===== src/pkg/pdm_pkg.sv =====
package pdm_pkg;

    // Register offsets on the plain register port.
    localparam logic [3:0] OFF_CPU_CTRL_STAT = 4'h0;
    localparam logic [3:0] OFF_PLL_CTRL_STAT = 4'h1;
    localparam logic [3:0] OFF_SLEEP_STATUS  = 4'h2;
    localparam logic [3:0] OFF_IRQ_ENABLE    = 4'h3;

    // Field positions.
    localparam int SLEEP_FIELD_LSB   = 10;
    localparam int SLEEP_FIELD_MSB   = 15;
    localparam int GIE_BIT           = 0;
    localparam int NONMASKABLE_ENABLE_BIT_BIT          = 1;
    localparam int PLL_ENABLE_BIT    = 0;

    // Power-down select codes.
    localparam logic [5:0] CODE_NONE        = 6'h00;
    localparam logic [5:0] CODE_LIGHT_EN    = 6'h09;
    localparam logic [5:0] CODE_LIGHT_ANY   = 6'h11;
    localparam logic [5:0] CODE_CLOCK_HALT  = 6'h1A;
    localparam logic [5:0] CODE_PLL_IN_STOP = 6'h1C;

    // Reset values.
    localparam logic [31:0] RST_CPU_CTRL_STAT = 32'h0000_0000;
    localparam logic        RST_PLL_ENABLE    = 1'b1;
    localparam logic [15:0] RST_IRQ_ENABLE    = 16'h0000;

    // Light sleep takes effect eight to nine cycles after the write.
    localparam int LIGHT_DELAY_CYC = 8;

    typedef enum logic [2:0] {
        PDM_RUN,
        PDM_ARMING,
        PDM_LIGHT,
        PDM_HALT,
        PDM_PLL_STOP
    } pdm_state_e;

    typedef struct packed {
        logic [3:0]  addr;
        logic [31:0] wdata;
        logic        wr;
        logic        rd;
    } pdm_bus_s;

    typedef struct packed {
        logic cpu_clk_en;
        logic pll_out_en;
        logic pll_in_en;
        logic dma_clk_en;
        logic irq_clk_en;
    } pdm_clk_s;

endpackage


===== src/hw/pdm_power_down.sv =====
// What this block does
// - The sleep_mode_field sits in bits 15 to 10 of cpu_control_status.
// - Code 000000 runs normally; codes other than the four are reserved.
// - Code 001001 enters light sleep, woken only by an enabled interrupt.
// - Code 010001 enters light sleep, woken by any interrupt.
// - Codes 011010 and 011100 enter deep modes left only by device reset.
// - A non-enabled wake resumes at the sleep point with no service.
// - An enabled wake runs the service routine, then resumes.
// - Service runs only if global and nonmaskable enables are both set.
// - Light sleep gates CPU clocks but keeps interrupt logic clocked.
// - Enhanced DMA clock keeps running during light sleep.
// - Clock-halt sleep stops the PLL output clock tree.
// - Deep modes keep register and RAM contents and freeze outputs.
// - PLL-input-stop stops the PLL input; reset wake must relock PLL.
// - Asynchronous peripherals may still toggle outputs in deep modes.
// - With pll_enable_bit at 0 the deep modes stop nothing.
// - Light sleep takes effect eight to nine cycles after the write.
//
// Chosen here: the strobed register port and the address map.
module pdm_power_down (
    // Clock and reset.
    input  wire logic               clk,
    input  wire logic               rst_n,
    // Register port.
    input  wire pdm_pkg::pdm_bus_s  bus,
    output logic [31:0]             rdata,
    // Interrupt sources, already in this clock domain.
    input  wire logic [15:0]        irq_pending,
    // Clock generator controls.
    output pdm_pkg::pdm_clk_s       clk_ctrl,
    output logic                    pll_relock_req,
    // CPU wake report.
    output logic                    wake_pulse,
    output logic                    wake_service
);

    logic [31:0]          csr_ff;
    logic [15:0]          ier_ff;
    logic                 pll_en_ff;
    pdm_pkg::pdm_state_e  state_ff;
    logic [3:0]           delay_ff;
    logic [5:0]           armed_code_ff;
    logic                 stopped_in_ff;
    logic [31:0]          rdata_ff;
    pdm_pkg::pdm_clk_s    clk_ff;
    logic                 relock_ff;
    logic                 wake_ff;
    logic                 service_ff;

    logic [5:0]           field;
    logic                 field_wr;
    logic                 en_irq;
    logic                 any_irq;
    logic                 wake_now;
    logic                 nxt_service;

    function automatic logic is_light(input logic [5:0] code);
        return code == pdm_pkg::CODE_LIGHT_EN ||
               code == pdm_pkg::CODE_LIGHT_ANY;
    endfunction

    function automatic logic is_deep(input logic [5:0] code);
        return code == pdm_pkg::CODE_CLOCK_HALT ||
               code == pdm_pkg::CODE_PLL_IN_STOP;
    endfunction

    assign field    = bus.wdata[pdm_pkg::SLEEP_FIELD_MSB:
                                pdm_pkg::SLEEP_FIELD_LSB];
    assign field_wr = bus.wr && bus.addr == pdm_pkg::OFF_CPU_CTRL_STAT;
    assign en_irq   = |(irq_pending & ier_ff);
    assign any_irq  = |irq_pending;
    // Wake choice follows the code that armed the sleep.
    assign wake_now = (armed_code_ff == pdm_pkg::CODE_LIGHT_EN)
                    ? en_irq : any_irq;
    assign nxt_service = en_irq &&
                         csr_ff[pdm_pkg::GIE_BIT] &&
                         ier_ff[pdm_pkg::NONMASKABLE_ENABLE_BIT_BIT];

    // Control status register; the field reads back as written.
    always_ff @(posedge clk or negedge rst_n) begin
        if (!rst_n) begin
            csr_ff <= pdm_pkg::RST_CPU_CTRL_STAT;
        end else if (field_wr) begin
            csr_ff <= bus.wdata;
        end else if (wake_ff) begin
            // Waking clears the field so the CPU does not re-enter sleep.
            csr_ff[pdm_pkg::SLEEP_FIELD_MSB:pdm_pkg::SLEEP_FIELD_LSB]
                <= pdm_pkg::CODE_NONE;
        end
    end

    always_ff @(posedge clk or negedge rst_n) begin
        if (!rst_n) begin
            ier_ff <= pdm_pkg::RST_IRQ_ENABLE;
        end else if (bus.wr && bus.addr == pdm_pkg::OFF_IRQ_ENABLE) begin
            ier_ff <= bus.wdata[15:0];
        end
    end

    always_ff @(posedge clk or negedge rst_n) begin
        if (!rst_n) begin
            pll_en_ff <= pdm_pkg::RST_PLL_ENABLE;
        end else if (bus.wr && bus.addr == pdm_pkg::OFF_PLL_CTRL_STAT
                     && state_ff == pdm_pkg::PDM_RUN) begin
            pll_en_ff <= bus.wdata[pdm_pkg::PLL_ENABLE_BIT];
        end
    end

    // Sequencer. Deep states have no exit but reset; nothing in the
    // core still clocks once the tree stops, so that is the only way out.
    always_ff @(posedge clk or negedge rst_n) begin
        if (!rst_n) begin
            state_ff      <= pdm_pkg::PDM_RUN;
            delay_ff      <= 4'h0;
            armed_code_ff <= pdm_pkg::CODE_NONE;
        end else begin
            case (state_ff)
                pdm_pkg::PDM_RUN: begin
                    // Reserved and zero codes leave the CPU running.
                    if (field_wr &&
                        (is_light(field) || is_deep(field))) begin
                        state_ff      <= pdm_pkg::PDM_ARMING;
                        armed_code_ff <= field;
                        delay_ff      <= 4'h1;
                    end
                end
                pdm_pkg::PDM_ARMING: begin
                    if (delay_ff == 4'(pdm_pkg::LIGHT_DELAY_CYC - 1)) begin
                        if (is_light(armed_code_ff)) begin
                            state_ff <= pdm_pkg::PDM_LIGHT;
                        end else if (!pll_en_ff) begin
                            // Bypassed PLL: clocks come straight in.
                            state_ff <= pdm_pkg::PDM_RUN;
                        end else if (armed_code_ff ==
                                     pdm_pkg::CODE_CLOCK_HALT) begin
                            state_ff <= pdm_pkg::PDM_HALT;
                        end else begin
                            state_ff <= pdm_pkg::PDM_PLL_STOP;
                        end
                    end else begin
                        delay_ff <= delay_ff + 4'h1;
                    end
                end
                pdm_pkg::PDM_LIGHT: begin
                    if (wake_now) begin
                        state_ff <= pdm_pkg::PDM_RUN;
                    end
                end
                pdm_pkg::PDM_HALT: state_ff <= pdm_pkg::PDM_HALT;
                pdm_pkg::PDM_PLL_STOP: state_ff <= pdm_pkg::PDM_PLL_STOP;
                default: state_ff <= pdm_pkg::PDM_RUN;
            endcase
        end
    end

    // Clock enables toward the clock generator.
    always_ff @(posedge clk or negedge rst_n) begin
        if (!rst_n) begin
            clk_ff <= '{1'b1, 1'b1, 1'b1, 1'b1, 1'b1};
        end else begin
            clk_ff.cpu_clk_en <= state_ff == pdm_pkg::PDM_RUN ||
                                 state_ff == pdm_pkg::PDM_ARMING;
            clk_ff.irq_clk_en <= state_ff != pdm_pkg::PDM_HALT &&
                                 state_ff != pdm_pkg::PDM_PLL_STOP;
            clk_ff.dma_clk_en <= state_ff != pdm_pkg::PDM_HALT &&
                                 state_ff != pdm_pkg::PDM_PLL_STOP;
            // Freezing the tree keeps all state and holds the pins.
            // Logic clocked from outside may still toggle here.
            clk_ff.pll_out_en <= state_ff != pdm_pkg::PDM_HALT &&
                                 state_ff != pdm_pkg::PDM_PLL_STOP;
            clk_ff.pll_in_en  <= state_ff != pdm_pkg::PDM_PLL_STOP;
        end
    end

    // The PLL-input stop is remembered across the waking reset by the
    // clock generator's own reset hold; here it is flagged while the stop
    // lasts and shown as a relock request until reset clears it.
    always_ff @(posedge clk or negedge rst_n) begin
        if (!rst_n) begin
            stopped_in_ff <= 1'b0;
            relock_ff     <= 1'b0;
        end else begin
            stopped_in_ff <= state_ff == pdm_pkg::PDM_PLL_STOP;
            relock_ff     <= state_ff == pdm_pkg::PDM_PLL_STOP;
        end
    end

    always_ff @(posedge clk or negedge rst_n) begin
        if (!rst_n) begin
            wake_ff    <= 1'b0;
            service_ff <= 1'b0;
        end else begin
            wake_ff    <= state_ff == pdm_pkg::PDM_LIGHT && wake_now;
            service_ff <= state_ff == pdm_pkg::PDM_LIGHT && wake_now
                          && nxt_service;
        end
    end

    always_ff @(posedge clk or negedge rst_n) begin
        if (!rst_n) begin
            rdata_ff <= 32'h0000_0000;
        end else if (bus.rd) begin
            case (bus.addr)
                pdm_pkg::OFF_CPU_CTRL_STAT: rdata_ff <= csr_ff;
                pdm_pkg::OFF_PLL_CTRL_STAT:
                    rdata_ff <= {31'h0, pll_en_ff};
                pdm_pkg::OFF_SLEEP_STATUS:
                    rdata_ff <= {26'h0, stopped_in_ff, 2'h0,
                                 3'(state_ff)};
                pdm_pkg::OFF_IRQ_ENABLE:
                    rdata_ff <= {16'h0, ier_ff};
                default: rdata_ff <= 32'h0000_0000;
            endcase
        end else begin
            rdata_ff <= 32'h0000_0000;
        end
    end

    assign rdata          = rdata_ff;
    assign clk_ctrl       = clk_ff;
    assign pll_relock_req = relock_ff;
    assign wake_pulse     = wake_ff;
    assign wake_service   = service_ff;

endmodule


===== config.mk =====
export PLATFORM = sky130hd
export DESIGN_NAME = pdm_power_down
export DESIGN_NICKNAME = d
export VERILOG_FILES = /design/src/pkg/pdm_pkg.sv /design/src/hw/pdm_power_down.sv
export SDC_FILE = /design/constraint.sdc
export NUM_CORES = 1
export LEC_CHECK = 0
export BUFFER_PORTS_ARGS = -buffer_cell sky130_fd_sc_hd__buf_2
export CORE_ASPECT_RATIO = 0.7
export CORE_MARGIN = 2
export CORE_UTILIZATION = 30
export DETAILED_ROUTE_END_ITERATION = 8
export PLACE_DENSITY_LB_ADDON = 0.15
export SYNTH_ARGS = -nofsm -noshare
export SYNTH_HDL_FRONTEND = slang
export SYNTH_SLANG_ARGS = --single-unit

===== constraint.sdc =====
create_clock -name clk -period 3.1 [get_ports clk]
set_clock_uncertainty 0.05 [all_clocks]
set_input_delay 0.31 -clock clk [delete_from_list [all_inputs] [get_ports clk]]
set_output_delay 0.31 -clock clk [all_outputs]
set_load 0.02 [all_outputs]

Word level (Yosys, flattened, before mapping):

Cells that the tools add are included.

* add/sub/neg operators: 1
* equality and inequality tests: 21
* mux-type cells: 15
* bitwise logic cells: 1
* reduce and logical (&&, ||, !) cells: 24

Operators by type and width (count)
* $pmux 32 s4: 1
* $mux 32: 1
* $reduce_or 16->1: 2
* $eq 6x5->1 const B: 5
* $mux 3: 6
* $and 16x16->16: 1
* $pmux 3 s5: 1
* $eq 6x4->1 const B: 2
* $mux 6: 2
* $logic_and 1x1->1: 10
* $eq 4x2->1 const B: 2
* $mux 4: 2
* $pmux 4 s2: 1
* $eq 3x2->1 const B: 2
* $ne 2x2->1 const B: 3
* $reduce_and 3->1: 2
* $logic_or 1x1->1: 5
* $add 4x1->4 const B: 1
* $eq 4x1->1 const B: 1
* $eq 4x3->1 const B: 1
* $logic_not 4->1: 1
* $reduce_bool 2->1: 2
* $eq 3x1->1 const B: 1
* $eq 3x3->1 const B: 1
* other kinds (6): 6

* flip-flop bits (word level): 100
* word-level logic and storage cells: 76

Depth between registers and ports, before layout:

Gate-level depths: netlist of run 1.

* depth after elaboration: 6
* depth in mapped cells: 7

Worst setup path after synthesis of run 1:

No wires, ideal clock.

* path kind: in2reg
* start: input port bus[35] (netlist name)
* end: register armed_code_ff[0]
* setup time: 0.125 ns
* arrival: 1.864 ns
* data required time: 2.925 ns
* path slack: 1.061 ns
* cell stages on the path: 7
* cells stage by stage: buf_2 -> nor4_4 -> nand2_2 -> a2111oi_4 -> and2_4 -> buf_12 -> mux2_4

* longest elaborated chain between the ends: 4

Ends and longest elaborated chain
* from (decl): RTL line pdm_power_down.sv:25 `input wire pdm_pkg::pdm_bus_s bus,`
* $logic_not 4->1: RTL line pdm_power_down.sv:69 `assign field_wr = bus.wr && bus.addr == pdm_pkg::OFF_CPU_CTRL_STAT;`
* $logic_and 1x1->1: RTL line pdm_power_down.sv:69
* $logic_and 1x1->1: RTL line pdm_power_down.sv:120 `if (field_wr &&`
* $reduce_and 2->1 (no line)
* to (signal assigned): RTL line pdm_power_down.sv:115 `armed_code_ff <= pdm_pkg::CODE_NONE;`
* to (signal assigned): RTL line pdm_power_down.sv:123 `armed_code_ff <= field;`
* to (decl): RTL line pdm_power_down.sv:42 `logic [5:0] armed_code_ff;`

No other way between the ends.
A chain may end at the register's enable or synchronous reset.

Final worst setup path of run 1:

* start: input port bus[37] (netlist name)
* end: register ier_ff[3]

* longest elaborated chain between the ends: 2

Ends and longest elaborated chain
* $eq 4x2->1: RTL line pdm_power_down.sv:95 `end else if (bus.wr && bus.addr == pdm_pkg::OFF_IRQ_ENABLE) begin`
* $logic_and 1x1->1: RTL line pdm_power_down.sv:95
* to (signal assigned): RTL line pdm_power_down.sv:94 `ier_ff <= pdm_pkg::RST_IRQ_ENABLE;`
* to (signal assigned): RTL line pdm_power_down.sv:96 `ier_ff <= bus.wdata[15:0];`
* to (decl): RTL line pdm_power_down.sv:38 `logic [15:0] ier_ff;`

No other way between the ends.

==> results.txt, run 1 <==
The flow ran to the end, and the final reports show no timing, DRC or antenna violations. The area share of the largest cell type after synthesis is 57.9%. The H-tree was split into 3 levels. In this run the deepest clock path goes through 2 buffers. The CTS root buffer is sky130_fd_sc_hd__clkbuf_16. The critical path starts at bus[37]. For the worst setup path, the data arrival time is between 2000 and 2500 ps. TritonCTS built the clock tree. The number of global-route vias before repair is 3063. The number of clock buffers added by TritonCTS is 9.

The path class of the tightest hold or removal check is input port to register. The register bit count reported by yosys came out at 100. Measured in cells, the most critical reg-to-reg path has a length of 5. Cells with a size suffix above 1 make up 29.9% of the layout. The total count of max-transition violations in the final report is 0.

The count of flip-flops with a built-in enable after synthesis is 0. The sequential cell area fraction in the yosys report is 60.4%. In the post-synthesis netlist, the biggest area contributors are sky130_fd_sc_hd__dfrtp_1, sky130_fd_sc_hd__nand2_1, sky130_fd_sc_hd__mux2_2, sky130_fd_sc_hd__a22oi_1, sky130_fd_sc_hd__and3_1. The average cell area after synthesis is roughly 11 um2. The startpoint identified for the worst hold timing path is bus[18]. The share of flip-flops with an asynchronous set or reset after synthesis came out at 100%. The required time of the critical path came out at 3270 ps. The final total negative setup slack came out at 0 ps.

The wire length of the first global-routing pass came out at approximately 17000 um. Synthesis produced a netlist whose cell count is 376. The ratio of routed vias to standard cells came out at approximately 4.7. The count of buffers added on input and output ports is 95. The later pin in the worst-skew pair is clocked with a latency of 340 ps. The maximum vdd drop came out at approximately 0.00029 V.

The dominant register cell in the synthesized netlist is sky130_fd_sc_hd__dfrtp_1. The diode insertion count for antenna repair is 0. Across every metal layer, demand over resource in global routing totals around 16%. After synthesis the cells add up to 4150 um2. The clock input transition at the sequential cells of the worst setup and hold paths is 70 ps. The full die area is 14800 um2. The post-CTS setup repair buffer count is 0. The leakage power figure came out at 2.60 nW.

STA classifies the critical path startpoint as an input port. The worst hold path was traced through 3 stages. For this design, the sink count on the clock tree is 100.

The number of nets in the synthesized netlist is 433. The post-detailed-route count of antenna-violating nets came out at 0. Across the run, the number of max-cap violations was 0. The startpoint identified for the worst register-to-register timing path is armed_code_ff[2]. The pre-antenna-repair detailed-routing pass consisted of 4 iterations. The utilization after layout came out at between 30% and 40%. The growth of design area from synthesis to finish is 22.8%.

The routed design could run at a clock period as short as 1850 ps. The area of the multi-input gates is 1520 um2. The power density relative to cell area came out at about 570 nW/um2. The number of design rule violations left after detail routing came out at 0. The initial antenna violation count was 0. The count of routing violations after the opening detailed-route iteration came out at 142. The core region is 13400 um2.

Synthesis instantiated 42 different standard cells from the library. The largest total area in the synthesized netlist belongs to sky130_fd_sc_hd__dfrtp_1. The minimum setup slack in the final design came out at 1250 ps. The pin count of the biggest net entering global routing came out at 73.

The detailed placement HPWL is around 7600 um. The average wire per standard cell is 16.8 um. The slew of the pin with the lowest slew margin came out at 786 ps. The pre-CTS setup slack came out at 849 ps. The die height is 102 um. The area occupied by registers is 2510 um2. The critical path is of the input port to register type. The max-slew headroom at the worst pin is 47.4%.

The maximum fanout encountered on the critical timing path came out at 16. The final critical-path share of the clock period is 59.6%. Counting the fill cells in the layout gives 1320. Setup repair after global routing left no endpoint under its margin. The global-route congestion overflow total is 0. Excluding fillers, the count of instances in the completed layout stands at 657. The starting density of the core came out at 31.1%. The horizontal extent of the die came out at 145 um. STA classifies the critical path endpoint as a register. The post-route worst hold slack came out at 106 ps. The post-detailed-routing wire length came out at 11000 um. The number of vias in the routed layout came out at 3059. For this run, the top clock speed supported by timing is roughly 0.54 GHz.

The net count reported at finish is 524. The count of pins on the block boundary is 96. Setup violations remaining at the end of the flow were counted as 0. Routability-driven placement finished with a final weighted congestion of 0.941.

The worst-case register-to-register setup slack is approximately 1400 ps. The total instance count after detailed placement came out at between 600 and 700. The yosys synthesis warning count is 0. The initialized floorplan defines 35 standard-cell rows. The final count of hold timing violations came out at 0.
[final cells by class]
type                            instances  share of cell area (%)
Clock inverter                          3                   0.466
Clock buffer                           13                    5.10
Multi-Input combinational cell        251                    29.9
Sequential cell                       100                    49.2
Timing Repair Buffer                  101                    10.6
Inverter                                4                   0.294
Tap cell                              185                    4.54
[power by group]
part | internal, W | switching (W) | leakage [nW]
registers | 0.00144 | 0.0000951 | 1.29
clock network | 0.000591 | 0.000480 | 0.132
logic | 0.000136 | 0.000151 | 1.18
[kinds of logic after synthesis]
group,count (synthesis),share of synthesized area [%]
flip-flops,100,60.4
XOR/XNOR,2,0.422
multiplexers,27,8.02
AO/OA/AOI/OAI,42,7.66
adder cells (fa/ha/maj),1,0.301
AND/OR/NAND/NOR,179,20.3
buffers and inverters,25,2.92
[final timing paths]
kind	endpoint
worst max register to register	state_ff[1]
worst max-delay path	ier_ff[3]
worst min-delay path	csr_ff[16]
min in group asynchronous	wake_pulse
worst min register to register	csr_ff[18]
max in group asynchronous	clk_ctrl[4]
[cells in the final DEF (no fill, tap or decap), types with 2 or more instances in the layout]
cell type                     n
sky130_fd_sc_hd__buf_2       94
sky130_fd_sc_hd__nand4_1      3
sky130_fd_sc_hd__nor2b_1      3
sky130_fd_sc_hd__inv_1        4
sky130_fd_sc_hd__dfstp_2      4
sky130_fd_sc_hd__buf_4        5
sky130_fd_sc_hd__a221oi_1     4
sky130_fd_sc_hd__mux2_4       5
sky130_fd_sc_hd__clkbuf_1     2
sky130_fd_sc_hd__nor4b_1      2
sky130_fd_sc_hd__nand3_1      5
sky130_fd_sc_hd__nand2_1     99
sky130_fd_sc_hd__nor3_1       3
sky130_fd_sc_hd__a22oi_1     16
sky130_fd_sc_hd__and3_1      19
sky130_fd_sc_hd__clkbuf_16    9
sky130_fd_sc_hd__mux2_2      12
sky130_fd_sc_hd__clkinvlp_4   2
sky130_fd_sc_hd__a22o_1       6
sky130_fd_sc_hd__a21oi_1      4
sky130_fd_sc_hd__dfrtp_1     96
sky130_fd_sc_hd__nor4_1       4
sky130_fd_sc_hd__o21ai_0      7
sky130_fd_sc_hd__and4_1       2
sky130_fd_sc_hd__nor2_1      25
sky130_fd_sc_hd__clkbuf_8     2
sky130_fd_sc_hd__nand3b_1     8
sky130_fd_sc_hd__mux2_1       8
[cell usage after synthesis (3+ instances only)]
cell	count
sky130_fd_sc_hd__nor3_1	3
sky130_fd_sc_hd__nand3_1	5
sky130_fd_sc_hd__nor4_1	4
sky130_fd_sc_hd__a22oi_1	16
sky130_fd_sc_hd__a22o_1	6
sky130_fd_sc_hd__dfrtp_1	96
sky130_fd_sc_hd__dfstp_2	4
sky130_fd_sc_hd__nor2_1	25
sky130_fd_sc_hd__and3_1	19
sky130_fd_sc_hd__inv_1	4
sky130_fd_sc_hd__buf_2	3
sky130_fd_sc_hd__nand3b_1	8
sky130_fd_sc_hd__mux2_1	8
sky130_fd_sc_hd__o21ai_0	7
sky130_fd_sc_hd__a21oi_1	4
sky130_fd_sc_hd__nand2_1	99
sky130_fd_sc_hd__mux2_4	5
sky130_fd_sc_hd__nor2b_1	3
sky130_fd_sc_hd__a221oi_1	4
sky130_fd_sc_hd__mux2_2	12
sky130_fd_sc_hd__nand4_1	3
sky130_fd_sc_hd__clkbuf_1	15
[timing repair]
action                                 CTS  global route
endpoints found under the hold margin   28             0
hold buffers                             1             0
gates resized for setup                  0             0
[worst max-delay path, cell delays in order]
cell	delay [ps]
sky130_fd_sc_hd__buf_2	130
sky130_fd_sc_hd__nor2_1	170
sky130_fd_sc_hd__and3_1	170
sky130_fd_sc_hd__buf_4	210
sky130_fd_sc_hd__nand2_1	500
sky130_fd_sc_hd__mux2_1	510
[through the flow]
stage                     power [W]  area (um2)
after floorplan             0.00170        4150
after global placement      0.00184        4800
after detailed placement    0.00185        4800
after CTS                   0.00294        5100
after global routing        0.00305        5100
final                       0.00290        5100
[state kept, by name, indices dropped and copies added, names as in the netlist]
name	flops
wake_pulse	1
wake_service	1
pll_en_ff	1
csr_ff	32
pll_relock_req	1
rdata	32
clk_ctrl	3
ier_ff	16
delay_ff	4
state_ff	3
armed_code_ff	6
[layer usage]
metal | GRT usage (%) | vias to the layer above | part of all wire [%]
li1 | - | 1475 | -
met1 | 23.7 | 1470 | 50
met2 | 22.9 | 97 | 42
met3 | 4.03 | 17 | 5.8
met4 | 4.71 | 0 | 1.7
met5 | 0 | - | 0
No activity file was read; power rests on OpenSTA's default activity.
==> run 2: changes to the inputs <==
==> constraint.sdc (replaced) <==
create_clock -name clk -period 1.84 [get_ports clk]
set_clock_uncertainty 0.05 [all_clocks]
set_input_delay 0.184 -clock clk [delete_from_list [all_inputs] [get_ports clk]]
set_output_delay 0.184 -clock clk [all_outputs]
set_load 0.02 [all_outputs]
==> run 2 against run 1 <==
Via count up 5.6%. Register-to-register slack worse by 1200 ps. Clock power up 84%. Sequential share of layout area down 4.0 points. Cell area up 8.9%. Global-route usage up 0.96 points. Hold slack worse by 93 ps. Worst setup slack worse by 1000 ps. Routed wire length up 4.4%.
==> results.txt, run 2 (synthesis gave the netlist of run 1 again) <==
The met1 wire length came out at around 6200 um. The endpoint kind of the worst setup timing path is a register. Routability-driven placement finished with a final weighted congestion of slightly below 0.9. Dividing the detail-routed via count by the number of cells gives 4.61. From synthesis to final layout, the design area changed by 33.7%. The maximum vdd drop is 0.000426 V.

The signal on the critical path passes through nor4b_1 -> nand3b_1 -> mux2i_1 -> nor2b_1. The setup violation total in the final timing report is 0. The area occupied by registers came out at 2510 um2. The count of pins on the block boundary is 96. The post-detailed-route count of antenna-violating nets came out at 0. The CTS root buffer is sky130_fd_sc_hd__clkbuf_16. The overall track demand over capacity in global routing is 16.9%. Once the floorplan was initialized, standard cells occupied 31.1% of the core. The count of cells resized by post-cts repair came out at 0.

The post-route worst hold slack came out at 12.5 ps. The first-pass detailed-route iteration total is 7. Entering global routing, the biggest net connects 37 pins. The final critical-path share of the clock period came out at ~87%.

After filler insertion, the fill cell instance count of the layout stands at 1311. The total length of routed met3 wires came out at 605 um. The final design instance area without fill came out at between 5000 and 6000 um2. The number of maximum-capacitance violations is 0. The initial antenna violation count came out at 0. The post-detailed-routing wire length came out at 11500 um. The highest layer touched by signal routing is met4.

The number of clock sinks seen by CTS is 100. STA classifies the critical path startpoint as a register. On the worst path, the slowest cell contributes a delay of 550 ps. The fraction of final layout cells with drive strength greater than 1 is a little under a third. The worst setup path is of the register to register kind. The total count of max-transition violations in the final report is 0. The longest clock path from root to sink contains 2 buffers. The total of hold buffers inserted after clock tree synthesis is 23. The number of port buffers is 95. The floorplan step set the die height to 102 um. The signal arrival time at the worst endpoint is about 1800 ps.

The start point of the critical path is armed_code_ff[2]. The power density relative to cell area came out at 920 nW/um2. The average wire per standard cell came out at 16.4 um. The worst hold path begins at bus[6]. The final count of hold timing violations was 0. For the pin with the worst max-slew slack, the measured transition is 570 ps. On the critical path the largest part of the delay comes from simple AND/OR/NAND/NOR gates. The highest clock rate is around 0.63 GHz.

The number of vias in the routed layout is ~3200. The required time of the critical path is approximately 2000 ps. The clock input transition at the sequential cells of the worst setup and hold paths came out at 70 ps. The global-route congestion overflow total came out at 0. The number of design rule violations left after detail routing is 0. The source-to-sink clock delay at the later pin of the worst-skew pair came out at 340 ps.

The post-CTS setup repair buffer count is 0. The post-layout minimum cycle time came out at about 1600 ps. The net count reported at finish is about 570. Leaving out fill and tap cells, the most frequent cell in the layout is sky130_fd_sc_hd__nand2_1. The multi-input combinational cells in the finished layout cover a total of 1520 um2.

The tightest min-delay check is of the input port to register type. Measured along the x axis, the die boundary spans between 100 and 150 um. The detailed placement HPWL is between 8000 and 9000 um. At the end of the flow the core is filled with cells to 41.6%. After the first detailed-routing iteration, the DRC count stood at ~200. The full die area came out at 14800 um2. The number of placement rows is 35.

On the critical path, the stage with the largest delay is an instance of sky130_fd_sc_hd__nor4b_1. TritonCTS built the clock tree. TritonCTS created 9 clock buffers. The worst pin sits at a relative slew slack of 61.5%. Setup repair after global routing left no endpoint under its margin.

The total length of routed met2 wires is 4640 um. The diode insertion count for antenna repair came out at 0. The depth of the CTS H-tree is 3.

The leakage power figure is approximately 2.8 nW. In the layout the commonest cells are sky130_fd_sc_hd__nand2_1, sky130_fd_sc_hd__dfrtp_1, sky130_fd_sc_hd__buf_2, sky130_fd_sc_hd__nor2_1, sky130_fd_sc_hd__buf_4. The wire length of the first global-routing pass came out at 18400 um. In this run the worst path has a maximum fanout of 3. The area of the placeable core is between 10000 and 15000 um2. The buffer and inverter count on the worst path is 0.

The flow ran to the end, and the final reports show no timing, DRC or antenna violations. The number of global-route vias before repair came out at 3319. The startpoint identified for the worst register-to-register timing path is armed_code_ff[2]. The final total negative setup slack is 0 ps. The standard cell area after detailed placement is 5010 um2.
==> run 2: tightest hold or removal path, stage by stage <==
cell and delay, ps:
sky130_fd_sc_hd__buf_2 90, sky130_fd_sc_hd__nand2_1 40, sky130_fd_sc_hd__nand2_1 50
==> run 2: cell type report <==
| type | instances | share of cell area, % |
|---|---|---|
| timing repair buffer | 145 | 17.3 |
| clock inverter | 3 | 0.789 |
| sequential | 100 | 45.2 |
| inverter | 4 | 0.270 |
| clock buffer | 13 | 4.87 |
| multi-input combinational | 251 | 27.4 |
| tap | 185 | 4.17 |
==> run 2: path summary, 6_finish.rpt <==
kind	cells past startpoint	end	slack, ps
setup / recovery	4	wake_pulse	240
hold / removal	3	csr_ff[4]	10
setup reg to reg	4	wake_pulse	240
hold reg to reg	2	csr_ff[16]	420
max in group asynchronous	3	csr_ff[31]	910
min in group asynchronous	2	csr_ff[7]	310
==> run 2: power by group <==
part / total (W) / switching (W) / internal, W
Combinational: 0.000554 / 0.000270 / 0.000284
Sequential: 0.00259 / 0.000160 / 0.00243
Clock: 0.00197 / 0.000799 / 0.00117
Total: 0.00511 / 0.00123 / 0.00388
==> run 2: through the flow <==
step	instances	worst slack [ps]	total power [W]
after CTS	701	246	0.00517
after global routing	701	38.9	0.00538
after detailed placement	662	-65.3	0.00315
after floorplan	376	46.9	0.00286
after global placement	662	-26.0	0.00314
final	701	241	0.00511
==> run 2: per-layer routing <==
layer  up-vias  global-route usage (%)
met5         -                       0
met4         0                    4.11
met3        10                    4.92
met2        96                    23.5
met1      1562                    25.8
li1       1561                       -
